### src/logic/rdc_serial_regs.svh
// Notes on behaviour
// - Port works only while serial select low
// - Frame fall enables lines, rise releases them
// - Normal mode shifts 24 bits, rising edges
// - Input line sampled on serial falling edge
// - Config input addresses and daisy-chains
// - Both mode selects high means configuration
// - Address then data frame, latched on rise
// - Top bit one is address, zero data
// - Address write loads register into output
// - Config output word is eight bits
// - Readback error bit flags mismatch with write
// - Capture fall copies position, velocity, faults
// - Mode selects pick position or velocity word
// - MSB first, angle high, faults low
// - Position is unsigned binary
// - Velocity is twos complement
// - Any fault drives at least one fault output low
// - Capture, read faults, capture again clears
// - Persistent fault reasserts outputs
// - Reset zeroes position, pulls faults low
// - Last address survives leaving configuration
`ifndef RDC_SERIAL_REGS_SVH
`define RDC_SERIAL_REGS_SVH
`define NORM_WORD_BITS 24
`define FRAME_BITS 8
`define ADDR_FLAG_BIT 7
`define ERR_BIT 7
`define ADDR_POS_HI 8'h80
`define ADDR_POS_LO 8'h81
`define ADDR_VEL_HI 8'h82
`define ADDR_VEL_LO 8'h83
`define ADDR_RW_BASE 8'h88
`define ADDR_FAULT 8'hFF
`define FAULT_RST 8'h80
`define LOT_MASK 8'h81
`define DOS_MASK 8'hFE
`define WORD_RST 16'h0000
`endif

### src/logic/rdc_serial_pkg.sv
package rdc_serial_pkg;
  // Snapshot taken by the capture strobe
  typedef struct packed {
    logic [15:0] pos;
    logic [15:0] vel;
    logic [7:0] fault;
  } sample_t;
  // Serial frame sequencer
  typedef enum logic [2:0] {
    PS_IDLE = 3'b001,
    PS_SHIFT = 3'b010,
    PS_CLOSE = 3'b100
  } port_state_t;
endpackage : rdc_serial_pkg

### src/logic/resolver_serial_readout_port.sv
`timescale 1ns/100ps
`include "rdc_serial_regs.svh"
module resolver_serial_readout_port (
  input wire logic mclk,
  input wire logic rst,
  input wire logic sclk,
  input wire logic sdi,
  input wire logic frame_sync_n,
  input wire logic serial_select_n,
  input wire logic mode_select_0,
  input wire logic mode_select_1,
  input wire logic capture_n,
  input wire logic [15:0] position_in,
  input wire logic [15:0] velocity_in,
  input wire logic [7:0] fault_detect_in,
  output logic sdo_out,
  output logic sdo_oe,
  output logic tracking_loss_fault_n,
  output logic signal_degradation_fault_n,
  output logic port_active,
  output logic config_mode
);
  logic [6:0] pins_s;
  logic s_sclk, s_sdi, s_fs_n, s_sel_n, s_m0, s_m1, s_cap_n;
  logic sclk_d_r, sclk_d_nxt, fs_d_r, fs_d_nxt, cap_d_r, cap_d_nxt;
  logic sclk_rise, sclk_fall, fs_fall, fs_rise, cap_fall, sel, cfg;

  // Every control pin crosses two flops before any logic sees it
  pin_sync #(.W(7)) u_sync (
    .mclk(mclk),
    .rst(rst),
    .d({sclk, sdi, frame_sync_n, serial_select_n, mode_select_0, mode_select_1, capture_n}),
    .q(pins_s)
  );
  assign {s_sclk, s_sdi, s_fs_n, s_sel_n, s_m0, s_m1, s_cap_n} = pins_s;

  // Edge detection on synchronised pins
  always_comb begin
    sclk_d_nxt = s_sclk;
    fs_d_nxt = s_fs_n;
    cap_d_nxt = s_cap_n;
  end

  always_ff @(posedge mclk or posedge rst) begin
    if (rst) begin
      // Same level as the synchroniser resets to, so no false fall follows reset
      sclk_d_r <= 1'b0;
      fs_d_r <= 1'b0;
      cap_d_r <= 1'b0;
    end else begin
      sclk_d_r <= sclk_d_nxt;
      fs_d_r <= fs_d_nxt;
      cap_d_r <= cap_d_nxt;
    end
  end

  assign sclk_rise = s_sclk & ~sclk_d_r;
  assign sclk_fall = ~s_sclk & sclk_d_r;
  assign fs_fall = ~s_fs_n & fs_d_r;
  assign fs_rise = s_fs_n & ~fs_d_r;
  assign cap_fall = ~s_cap_n & cap_d_r;
  assign sel = ~s_sel_n;
  assign cfg = s_m0 & s_m1;

  // Capture snapshot and fault latch
  rdc_serial_pkg::sample_t smp_r, smp_nxt;
  logic [7:0] fault_lat_r, fault_lat_nxt;
  logic fault_read_r, fault_read_nxt, fault_read_set;
  logic lot_n_r, lot_n_nxt, dos_n_r, dos_n_nxt;

  always_comb begin
    smp_nxt = smp_r;
    fault_lat_nxt = fault_lat_r | fault_detect_in;
    fault_read_nxt = fault_read_r;
    if (cap_fall) begin
      smp_nxt.pos = position_in;
      smp_nxt.vel = velocity_in;
      smp_nxt.fault = fault_lat_r | fault_detect_in;
      fault_read_nxt = 1'b0;
      // First strobe after a read clears; live faults still win
      if (fault_read_r) begin
        fault_lat_nxt = fault_detect_in;
      end
    end
    if (fault_read_set) begin
      fault_read_nxt = 1'b1;
    end
    lot_n_nxt = ~|(fault_lat_nxt & `LOT_MASK);
    dos_n_nxt = ~|(fault_lat_nxt & `DOS_MASK);
  end

  always_ff @(posedge mclk or posedge rst) begin
    if (rst) begin
      smp_r <= '{pos: `WORD_RST, vel: `WORD_RST, fault: `FAULT_RST};
      fault_lat_r <= `FAULT_RST;
      fault_read_r <= 1'b0;
      lot_n_r <= 1'b0;
      dos_n_r <= 1'b0;
    end else begin
      smp_r <= smp_nxt;
      fault_lat_r <= fault_lat_nxt;
      fault_read_r <= fault_read_nxt;
      lot_n_r <= lot_n_nxt;
      dos_n_r <= dos_n_nxt;
    end
  end

  // Frame sequencer and shift registers
  rdc_serial_pkg::port_state_t st_r, st_nxt;
  logic [23:0] osr_r, osr_nxt;
  logic [7:0] isr_r, isr_nxt;
  logic [4:0] bcnt_r, bcnt_nxt;
  logic first_r, first_nxt, fcfg_r, fcfg_nxt;
  logic sdo_r, sdo_nxt, oe_r, oe_nxt;
  logic pend_r, pend_nxt;
  logic [7:0] pdat_r, pdat_nxt;
  logic act_r, act_nxt, cfgo_r, cfgo_nxt;
  logic [7:0] cfg_out_r;
  logic [7:0] addr_r, addr_nxt;
  logic [15:0] word16;
  logic buf_in_ready;

  // Mode selects choose the normal-mode word
  assign word16 = (s_m0 & ~s_m1) ? smp_r.vel : smp_r.pos;

  always_comb begin
    st_nxt = st_r;
    osr_nxt = osr_r;
    isr_nxt = isr_r;
    bcnt_nxt = bcnt_r;
    first_nxt = first_r;
    fcfg_nxt = fcfg_r;
    oe_nxt = oe_r;
    pend_nxt = pend_r & ~buf_in_ready;
    pdat_nxt = pdat_r;
    fault_read_set = 1'b0;
    case (st_r)
      rdc_serial_pkg::PS_IDLE: begin
        if (sel & fs_fall) begin
          st_nxt = rdc_serial_pkg::PS_SHIFT;
          // Top bit is on the pin before the host's first edge
          osr_nxt = cfg ? {cfg_out_r, 16'h0000} : {word16, smp_r.fault};
          isr_nxt = 8'h00;
          bcnt_nxt = 5'h00;
          first_nxt = 1'b1;
          fcfg_nxt = cfg;
          oe_nxt = 1'b1;
        end
      end
      rdc_serial_pkg::PS_SHIFT: begin
        if (~sel | fs_rise) begin
          st_nxt = rdc_serial_pkg::PS_CLOSE;
          oe_nxt = 1'b0;
        end else begin
          if (sclk_rise) begin
            first_nxt = 1'b0;
            // First rising edge holds the top bit, later ones advance
            if (!first_r) begin
              if (fcfg_r) begin
                osr_nxt = {osr_r[22:16], isr_r[0], 16'h0000};
              end else begin
                osr_nxt = {osr_r[22:0], 1'b0};
              end
            end
          end
          if (sclk_fall) begin
            isr_nxt = {isr_r[6:0], s_sdi};
            if (bcnt_r != 5'h1F) begin
              bcnt_nxt = bcnt_r + 5'h01;
            end
          end
        end
      end
      rdc_serial_pkg::PS_CLOSE: begin
        // Waits here while a previous frame is still unaccepted
        if (!pend_r || buf_in_ready) begin
          st_nxt = rdc_serial_pkg::PS_IDLE;
          if (fcfg_r && bcnt_r >= 5'(`FRAME_BITS)) begin
            pend_nxt = 1'b1;
            pdat_nxt = isr_r;
          end
          if (fcfg_r && addr_r == `ADDR_FAULT) begin
            fault_read_set = 1'b1;
          end
        end
      end
      default: begin
        st_nxt = rdc_serial_pkg::PS_IDLE;
        oe_nxt = 1'b0;
      end
    endcase
    sdo_nxt = oe_nxt & osr_nxt[23];
    act_nxt = sel;
    cfgo_nxt = cfg;
  end

  always_ff @(posedge mclk or posedge rst) begin
    if (rst) begin
      st_r <= rdc_serial_pkg::PS_IDLE;
      osr_r <= 24'h00_0000;
      isr_r <= 8'h00;
      bcnt_r <= 5'h00;
      first_r <= 1'b0;
      fcfg_r <= 1'b0;
      sdo_r <= 1'b0;
      oe_r <= 1'b0;
      pend_r <= 1'b0;
      pdat_r <= 8'h00;
      act_r <= 1'b0;
      cfgo_r <= 1'b0;
    end else begin
      st_r <= st_nxt;
      osr_r <= osr_nxt;
      isr_r <= isr_nxt;
      bcnt_r <= bcnt_nxt;
      first_r <= first_nxt;
      fcfg_r <= fcfg_nxt;
      sdo_r <= sdo_nxt;
      oe_r <= oe_nxt;
      pend_r <= pend_nxt;
      pdat_r <= pdat_nxt;
      act_r <= act_nxt;
      cfgo_r <= cfgo_nxt;
    end
  end

  // Received frames queue here; drain stalls on a capture cycle
  logic bv, br;
  logic [7:0] bd;
  assign br = ~cap_fall;
  two_entry_buffer u_buf (
    .mclk(mclk),
    .rst(rst),
    .in_valid(pend_r),
    .in_ready(buf_in_ready),
    .in_data(pdat_r),
    .out_valid(bv),
    .out_ready(br),
    .out_data(bd)
  );

  // Configuration register file
  logic addr_ok_r, addr_ok_nxt;
  logic [6:0] rw_r [8];
  logic [6:0] rw_nxt [8];
  logic [6:0] last_wr_r, last_wr_nxt;
  logic [7:0] cfg_out_nxt;

  function automatic logic is_rw(input logic [7:0] a);
    return a[7:3] == 5'(`ADDR_RW_BASE >> 3);
  endfunction : is_rw

  function automatic logic [7:0] read_reg(input logic [7:0] a);
    logic [7:0] v;
    v = 8'h00;
    case (a)
      `ADDR_POS_HI: v = smp_r.pos[15:8];
      `ADDR_POS_LO: v = smp_r.pos[7:0];
      `ADDR_VEL_HI: v = smp_r.vel[15:8];
      `ADDR_VEL_LO: v = smp_r.vel[7:0];
      `ADDR_FAULT: v = smp_r.fault;
      default: begin
        if (is_rw(a)) begin
          v = {rw_r[a[2:0]] != last_wr_r, rw_r[a[2:0]]};
        end
      end
    endcase
    return v;
  endfunction : read_reg

  always_comb begin
    addr_nxt = addr_r;
    addr_ok_nxt = addr_ok_r;
    rw_nxt = rw_r;
    last_wr_nxt = last_wr_r;
    if (bv & br) begin
      if (bd[`ADDR_FLAG_BIT]) begin
        addr_nxt = bd;
        addr_ok_nxt = 1'b1;
      end else if (addr_ok_r && is_rw(addr_r)) begin
        rw_nxt[addr_r[2:0]] = bd[6:0];
        last_wr_nxt = bd[6:0];
      end
    end
    // Address is never cleared on mode exit
    cfg_out_nxt = addr_ok_nxt ? read_reg(addr_nxt) : 8'h00;
  end

  always_ff @(posedge mclk or posedge rst) begin
    if (rst) begin
      addr_r <= 8'h00;
      addr_ok_r <= 1'b0;
      rw_r <= '{default: 7'h00};
      last_wr_r <= 7'h00;
      cfg_out_r <= 8'h00;
    end else begin
      addr_r <= addr_nxt;
      addr_ok_r <= addr_ok_nxt;
      rw_r <= rw_nxt;
      last_wr_r <= last_wr_nxt;
      cfg_out_r <= cfg_out_nxt;
    end
  end

  assign sdo_out = sdo_r;
  assign sdo_oe = oe_r;
  assign tracking_loss_fault_n = lot_n_r;
  assign signal_degradation_fault_n = dos_n_r;
  assign port_active = act_r;
  assign config_mode = cfgo_r;
endmodule : resolver_serial_readout_port

### src/logic/pin_sync.sv
`timescale 1ns/100ps
module pin_sync #(
  parameter int W = 7
) (
  input wire logic mclk,
  input wire logic rst,
  input wire logic [W-1:0] d,
  output logic [W-1:0] q
);
  logic [W-1:0] meta_r;
  // Two stages; the first is read only by the second
  always_ff @(posedge mclk or posedge rst) begin
    if (rst) begin
      meta_r <= '0;
      q <= '0;
    end else begin
      meta_r <= d;
      q <= meta_r;
    end
  end
endmodule : pin_sync

### src/logic/two_entry_buffer.sv
`timescale 1ns/100ps
module two_entry_buffer (
  input wire logic mclk,
  input wire logic rst,
  input wire logic in_valid,
  output logic in_ready,
  input wire logic [7:0] in_data,
  output logic out_valid,
  input wire logic out_ready,
  output logic [7:0] out_data
);
  logic [7:0] mem_r [2];
  logic [7:0] mem_nxt [2];
  logic wp_r, wp_nxt, rp_r, rp_nxt;
  logic [1:0] cnt_r, cnt_nxt;
  logic push, pop;

  // Honest full and empty from the occupancy count
  always_comb begin
    in_ready = (cnt_r != 2'h2);
    out_valid = (cnt_r != 2'h0);
    out_data = mem_r[rp_r];
    push = in_valid & in_ready;
    pop = out_valid & out_ready;
    mem_nxt = mem_r;
    if (push) begin
      mem_nxt[wp_r] = in_data;
    end
    wp_nxt = push ? ~wp_r : wp_r;
    rp_nxt = pop ? ~rp_r : rp_r;
    cnt_nxt = cnt_r + {1'b0, push} - {1'b0, pop};
  end

  always_ff @(posedge mclk or posedge rst) begin
    if (rst) begin
      mem_r[0] <= 8'h00;
      mem_r[1] <= 8'h00;
      wp_r <= 1'b0;
      rp_r <= 1'b0;
      cnt_r <= 2'h0;
    end else begin
      mem_r <= mem_nxt;
      wp_r <= wp_nxt;
      rp_r <= rp_nxt;
      cnt_r <= cnt_nxt;
    end
  end
endmodule : two_entry_buffer

### config.mk
export PLATFORM = sky130hd
export DESIGN_NAME = resolver_serial_readout_port
export DESIGN_NICKNAME = d
export VERILOG_FILES = /design/src/logic/rdc_serial_pkg.sv /design/src/logic/resolver_serial_readout_port.sv /design/src/logic/pin_sync.sv /design/src/logic/two_entry_buffer.sv
export VERILOG_INCLUDE_DIRS = /design/src /design/src/logic
export SDC_FILE = /design/constraint.sdc
export NUM_CORES = 1
export LEC_CHECK = 0
export BUFFER_PORTS_ARGS = -buffer_cell sky130_fd_sc_hd__buf_2
export CAP_MARGIN = 20
export CORE_UTILIZATION = 45
export CTS_BUF_LIST = sky130_fd_sc_hd__clkbuf_8
export DETAILED_ROUTE_END_ITERATION = 6
export GPL_ROUTABILITY_DRIVEN = 0
export HOLD_SLACK_MARGIN = 0.15
export PLACE_DENSITY = 0.61
export SYNTH_ARGS = -nofsm -noshare
export SYNTH_HDL_FRONTEND = slang
export SYNTH_SLANG_ARGS = --single-unit
### constraint.sdc
create_clock -name mclk -period 16.34 [get_ports mclk]
set_clock_uncertainty 0.2 [all_clocks]
set_input_delay 3.268 -clock mclk [delete_from_list [all_inputs] [get_ports mclk]]
set_output_delay 3.268 -clock mclk [all_outputs]
set_load 0.005 [all_outputs]
==> flow_summary.yaml, run 1 <==
critical_path:
  r2r_start: "u_buf.rp_r"
  slowest_delay_ns: 0.40
  cp.required_ns: 12.87
  end_kind: "primary output"
  worstPathCellList: "buf_2"
  crit_path_max_fanout: 4
  r2r_slack_ns: 12.26
  r2r_end: "cfg_out_r[7]"
  path_buf_inv: 1
  worstSetupStartpointType: "register"
  crit_arrival_ns: 1.05
  cp_slowest_cell: "dfrtp_1"
  setup.worst_path.class: "register to primary output"
  cp_top_family: "flip-flops"
  reg2regPathDepth: 10
synthesis:
  synth_cell_type_count: 61
  synth_warnings: 0
  synth_area_per_cell_um2: 11.12
  synth_ff_type: "dfrtp_1"
  syn_nets: 915
  ys_seq_elements: 223
  synthesis.area_um2: 9575
  synth.area.top_cells: "dfrtp_1 57%, mux2_2 6.0%, o21ai_0 4.9%"
  synth_area_leader_cell: "dfrtp_1"
  ys_seq_area_frac: 0.5832
  synth_edf_count: 0
  ys_async_sr_fraction: 1.000
  synth_top_area_share: 0.5749
  synthCells: 861
final_layout:
  drive_gt1_frac: 0.2021
  finalNetCount: 981
  area_growth_pct: 12.65
  layout_commonest_cell: "dfrtp_1"
  fillers: 1871
  stdcell_area_um2: 10790
  n_antenna_cell: 0
  most-common-layout-cells: "220 x dfrtp_1, 98 x nand2_1, 93 x o21ai_0"
pwr:
  comb_power_share: 0.058
  seq_power_share: 0.543
  pwr_density_cell_nw_per_um2: 103.6
  ir_drop_v: 0.00006581
  leakagePower_nw: 4.969
  p_sw_frac: 0.2423
  p_sw_uw: 270.8
  power_frac_clock: 0.398
  p_int_uw: 846.7
status:
  status: "finished clean"
timing:
  rsz0062_at_grt: "no"
  finalCritPeriodShare: 0.2766
  hold_violations: 0
  worst_pin_slew_ns: 1.027
  period_needed_ns: 4.519
  relSlewSlack: 0.2955
  finalMaxSlewViolations: 0
  setup_viol: 0
  fin_setup_tns_ns: 0
  fmax_ghz: 0.2213
clock_tree:
  cts_root_buf: "clkbuf_8"
  numCtsBuffers: 38
  cts-hold-fix-buffers: 1
  cts_tree: "yes"
  post_cts_buffers: 0
  cts_resized: 0
  cts_num_sinks: 223
  cts_buffer_depth: 3
  path_clk_slew_ns: 0.05
  htree_levels: 2
  clk_latency_ns: 0.53
worst_hold_path:
  worstHoldEndpoint: "u_sync.q[1]"
  worstHoldStart: "u_sync.meta_r[1]"
  hold_class: "register to register"
  hold_depth: 0
floorplanning:
  chipHeight_um: 147.9
  rows: 52
  die_w_um: 147.9
  start_util: 0.4657
  io_pins: 55
  die_area_um2: 21870
  core_um2: 20560
grt:
  grt_use_total: 0.2152
  grt_start_max_net_pins: 145
  grt_pass1_vias: 6659
  grt_pass1_wl_um: 36600
  antenna_found_initial: 1
  overflow: 0
placement:
  place_hpwl_um: 14930
  dpl_cell_area_um2: 10090
  port_buffers: 54
drt:
  drt_wl_total_um: 22600
  avgRoutedWirePerCell_um: 18.60
  drcViolationCount: 0
  final_antenna_net_count: 0
  vias: 6778
  via_per_inst: 5.579
  dr.first_iter.drc_count: 492
  drtPass1Iterations: 5
flow_run:
  drv_cap: 0
==> metrics by stage <==
step                utilization  instances  hold slack [ns]  total power, mW  setup slack [ns]
floorplan                     -        861           0.1312           0.6553             6.771
global placement         0.4909       1154           0.1345           0.6796             10.92
detailed placement       0.4909       1154           0.1403           0.6812             10.94
CTS                      0.5228       1213           0.1538            1.131             11.50
global route             0.5246       1215           0.1570            1.165             11.75
finish                   0.5246       1215           0.1498            1.117             11.82
==> how the worst max path moves through the flow <==
stage,from,depth (start not counted),slack (ns),end
4_1_cts,rst,3,11.50,u_sync.meta_r[1]
6_report,sdo_oe,1,11.82,sdo_oe
2_1_floorplan,rst,1,6.77,addr_ok_r
5_1_grt,rst,4,11.75,st_r[0]
3_3_place_gp,rst,3,10.92,u_sync.meta_r[6]
3_5_place_dp,rst,3,10.94,smp_r[13]
==> power groups by stage <==
stage	logic, mW	registers (mW)	clock network [mW]
floorplan	0.0497	0.606	0
global placement	0.0640	0.616	0
detailed placement	0.0655	0.616	0
CTS	0.0658	0.606	0.458
global route	0.0747	0.610	0.480
finish	0.0653	0.607	0.445
==> sequential cells by signal, summed over array words and instances (netlist names), 2 cells and up <==
register	count
addr_r	8
bcnt_r	5
cfg_out_r	8
fault_lat_r	8
isr_r	8
last_wr_r	7
osr_r	24
pdat_r	8
rw_r	56
smp_r	40
st_r	3
u_buf.cnt_r	2
u_buf.mem_r	16
u_sync.meta_r	7
u_sync.q	7
==> worst reg2reg max path, delay by kind of cell, from the launching register on <==
kind                      cells  cell delay [ns]
and+or+nand+nor               2             0.37
AOI/OAI and AO/OA             3             0.91
DFF                           1             0.82
xor gates and xnor gates      1             0.14
buffers and inverters         2             0.61
muxes                         2             0.87
==> kinds of logic (layout without fill, tap and decap cells) <==
| family | Yosys count | count (layout) | synth area share |
|---|---|---|---|
| compound gates | 229 | 229 | 0.1586 |
| xor+xnor | 11 | 11 | 0.01006 |
| fa+ha+maj | 5 | 5 | 0.006533 |
| buf+inv | 90 | 174 | 0.03920 |
| flops | 223 | 223 | 0.5832 |
| mux | 82 | 82 | 0.09682 |
| simple gates | 221 | 221 | 0.1056 |
==> synthesized netlist by cell type (9+ instances only) <==
cell type / instances
dfrtp_1: 220
a22o_1: 9
nor2_1: 56
clkbuf_1: 32
inv_1: 45
nor3_1: 9
o221ai_1: 9
mux2i_1: 27
o22ai_1: 18
nand2_1: 98
a21oi_1: 27
a222oi_1: 23
mux2_2: 51
a21o_1: 10
a211oi_1: 12
o21ai_0: 93
nand4_1: 11
==> cell type report <==
class / count / area [µm²] / share of cell area
timing repair buffer: 70 / 416.7 / 0.03863
tap: 270 / 337.8 / 0.03132
multi-input combinational: 548 / 3623 / 0.3359
clock inverter: 16 / 66.31 / 0.006148
clock buffer: 42 / 578.1 / 0.05359
sequential: 223 / 5584 / 0.5177
inverter: 46 / 180.2 / 0.01670
==> layer usage <==
| layer | up-vias | global-route usage | share of wire | routed length (µm) |
|---|---|---|---|---|
| li1 | 3219 | - | - | - |
| met1 | 3337 | 0.3164 | 0.47 | 10670 |
| met2 | 179 | 0.3217 | 0.45 | 10090 |
| met3 | 43 | 0.03951 | 0.058 | 1315 |
| met4 | 0 | 0.07010 | 0.023 | 525 |
| met5 | - | 0 | 0 | 0 |
(Power assumes the default switching activity.)
==> run 2, diff against run 1 <==
--- a/config.mk
+++ b/config.mk
@@ -6,6 +6,7 @@
 export SDC_FILE = /design/constraint.sdc
 export NUM_CORES = 1
 export LEC_CHECK = 0
+export ABC_AREA = 1
 export BUFFER_PORTS_ARGS = -buffer_cell sky130_fd_sc_hd__buf_2
 export CAP_MARGIN = 20
 export CORE_UTILIZATION = 45
@@ -13,7 +14,7 @@
 export DETAILED_ROUTE_END_ITERATION = 6
 export GPL_ROUTABILITY_DRIVEN = 0
 export HOLD_SLACK_MARGIN = 0.15
-export PLACE_DENSITY = 0.61
+export PLACE_DENSITY = 0.63
 export SYNTH_ARGS = -nofsm -noshare
 export SYNTH_HDL_FRONTEND = slang
 export SYNTH_SLANG_ARGS = --single-unit
==> constraint.sdc (replaced) <==
create_clock -name mclk -period 4 [get_ports mclk]
set_clock_uncertainty 0.2 [all_clocks]
set_input_delay 0.8 -clock mclk [delete_from_list [all_inputs] [get_ports mclk]]
set_output_delay 0.8 -clock mclk [all_outputs]
set_load 0.005 [all_outputs]
==> run 2 against run 1 <==
Net effect: synthesized area grew 5.4%; die area grew 5.3%; sequential share of layout area shrank 2.7 points; global-route usage grew 0.33 points; first-iteration DRC count grew 4.1%; non-clock buffer count shrank 7; routed wire length grew 7.3%; combinational power grew to 6.8 times the previous value; sequential cell count is the same; critical path depth grew 11; critical path type is now register to register; largest cell class unchanged; highest routed layer unchanged.
==> flow_summary.yaml, run 2 <==
floorplanning:
  die_w_um: 151.7
  io_pins: 55
  rows: 54
  start_util: 0.4608
  chipHeight_um: 151.7
  core_um2: 21890
  die_area_um2: 23020
placement:
  port_buffers: 54
  place_hpwl_um: 16600
synthesis:
  ys_async_sr_fraction: 1.000
  ys_seq_area_frac: 0.5535
  synthMostInstantiatedCell: "nand2_1"
  synth.area.top_cells: "dfrtp_1 55%, nand2_1 13%, inv_1 6.3%"
  syn_nets: 1252
  synth_area_leader_cell: "dfrtp_1"
  synth_top_area_share: 0.5457
  synth_edf_count: 0
  synth_cell_type_count: 49
  ys_seq_elements: 223
  synth_area_per_cell_um2: 8.421
  synth_ff_type: "dfrtp_1"
  ys_top_cells_by_count: "344 x nand2_1, 220 x dfrtp_1, 170 x inv_1, 126 x o21ai_0, 61 x nor2_1"
  synthesis.area_um2: 10090
  synthCells: 1198
  synth_warnings: 0
clock_tree:
  cts_resized: 0
  cts_tree: "yes"
  cts_num_sinks: 223
  post_cts_buffers: 0
  cts_root_buf: "clkbuf_8"
  clk_latency_ns: 0.53
  cts_buffer_depth: 3
  htree_levels: 2
  path_clk_slew_ns: 0.07
  cts-hold-fix-buffers: 1
  numCtsBuffers: 38
drt:
  via_per_inst: 5.095
  dr.first_iter.drc_count: 512
  drcViolationCount: 0
  drt_wl_total_um: 24250
  avgRoutedWirePerCell_um: 15.50
  vias: 7973
  drtPass1Iterations: 5
  final_antenna_net_count: 0
timing:
  finalCritPeriodShare: 0.8352
  whs_ns: 0.1518
  worst_pin_slew_ns: 0.8012
  fmax_ghz: 0.2993
  relSlewSlack: 0.4645
  period_needed_ns: 3.341
  setup_viol: 0
  rsz0062_at_grt: "no"
  finalMaxSlewViolations: 0
  fin_setup_tns_ns: 0
  hold_violations: 0
pwr:
  finalPower_mw: 4.960
  ir_drop_v: 0.0002715
  leakagePower_nw: 5.413
  pwr_density_cell_nw_per_um2: 435.9
flow_run:
  drv_cap: 0
final_layout:
  n_antenna_cell: 0
  drive_gt1_frac: 0.1253
  regMostFlops: "rw_r"
  most-common-layout-cells: "344 x nand2_1, 220 x dfrtp_1, 180 x inv_1"
  area_growth_pct: 12.79
  layout_commonest_cell: "nand2_1"
  largest_reg_flops: 56
  finalNetCount: 1315
  reg_top3: "rw_r (56), smp_r (40), osr_r (24)"
critical_path:
  setup.worst_path.class: "register to register"
  crit_arrival_ns: 3.55
  worstSetupStartpointType: "register"
  r2r_end: "cfg_out_r[5]"
  startpoint: "u_buf.rp_r"
  slowest_delay_ns: 0.57
  reg2regPathDepth: 12
  cp.required_ns: 4.21
  crit_path_max_fanout: 20
  worstPathCellList: "inv_2 -> nand2_1 -> nand2_2 -> nand3_1 -> nand2_1 -> nor2_1 -> and3_1 -> nand2_2 -> nand2_4 -> inv_2 -> nor3_1 -> nor3_2"
  end_kind: "register"
  cp_slowest_cell: "dfrtp_1"
  r2r_start: "u_buf.rp_r"
  r2r_slack_ns: 0.66
  crit_path_end: "cfg_out_r[5]"
grt:
  grt_use_total: 0.2185
  grt_pass1_wl_um: 38920
  overflow: 0
  grt_start_max_net_pins: 136
  antenna_found_initial: 0
  grt_pass1_vias: 7349
status:
  status: "finished clean"
worst_hold_path:
  hold_class: "register to register"
## run 2: logic make-up after synthesis
kind of cell | share of synthesized area
compound gates | 0.1362
buf+inv | 0.08545
mux | 0.001364
xor+xnor | 0.002605
fa+ha+maj | 0.006201
simple gates | 0.2147
flops | 0.5535
## run 2: layer usage
metal	track usage	routed length, µm	part of all wire
met3	0.04281	1454	0.060
met1	0.3243	11820	0.49
met2	0.3207	10540	0.43
met5	0	0	0
met4	0.06634	435	0.018
## run 2: how the worst min path moves through the flow
stage / from / to / depth (start not counted)
after floorplan: u_sync.meta_r[0] / u_sync.q[0] / 0
after global placement: u_sync.meta_r[0] / u_sync.q[0] / 0
after detailed placement: u_sync.meta_r[0] / u_sync.q[0] / 0
after CTS: mode_select_1 / u_sync.meta_r[1] / 1
after global routing: u_sync.meta_r[2] / u_sync.q[2] / 0
final: u_sync.meta_r[2] / u_sync.q[2] / 0
## run 2: stage by stage
| stage | instances | setup WS [ns] | instance area, µm² | util |
|---|---|---|---|---|
| 5_1_grt | 1565 | 0.2525 | 11380 | 0.5198 |
| 4_1_cts | 1564 | 0.6875 | 11370 | 0.5193 |
| 3_3_place_gp | 1499 | 0.8136 | 10600 | 0.4844 |
| 6_report | 1565 | 0.6590 | 11380 | 0.5198 |
| 3_5_place_dp | 1499 | 0.6932 | 10600 | 0.4844 |
| 2_1_floorplan | 1198 | 0.09241 | 10090 | - |
## run 2: layout make-up
cell class	count	area, µm²
Fill cell	2092	10510
Inverter	182	686.9
Tap cell	280	350.3
Sequential cell	223	5584
Timing Repair Buffer	63	355.3
Clock buffer	48	660.6
Multi-Input combinational cell	753	3647
Clock inverter	16	93.84
## run 2: report_power, final
group,total [mW],leakage [nW],internal (mW),switching (mW)
sequential,2.49,2.93,2.41,0.0789
clock,2.02,0.430,1.14,0.884
combinational,0.446,2.05,0.142,0.304
## run 2: critical path, delay by kind of cell (launching register included)
kind	cells	cell delay [ns]
simple gates	10	2.22
flops	1	0.57
buf+inv	2	0.23
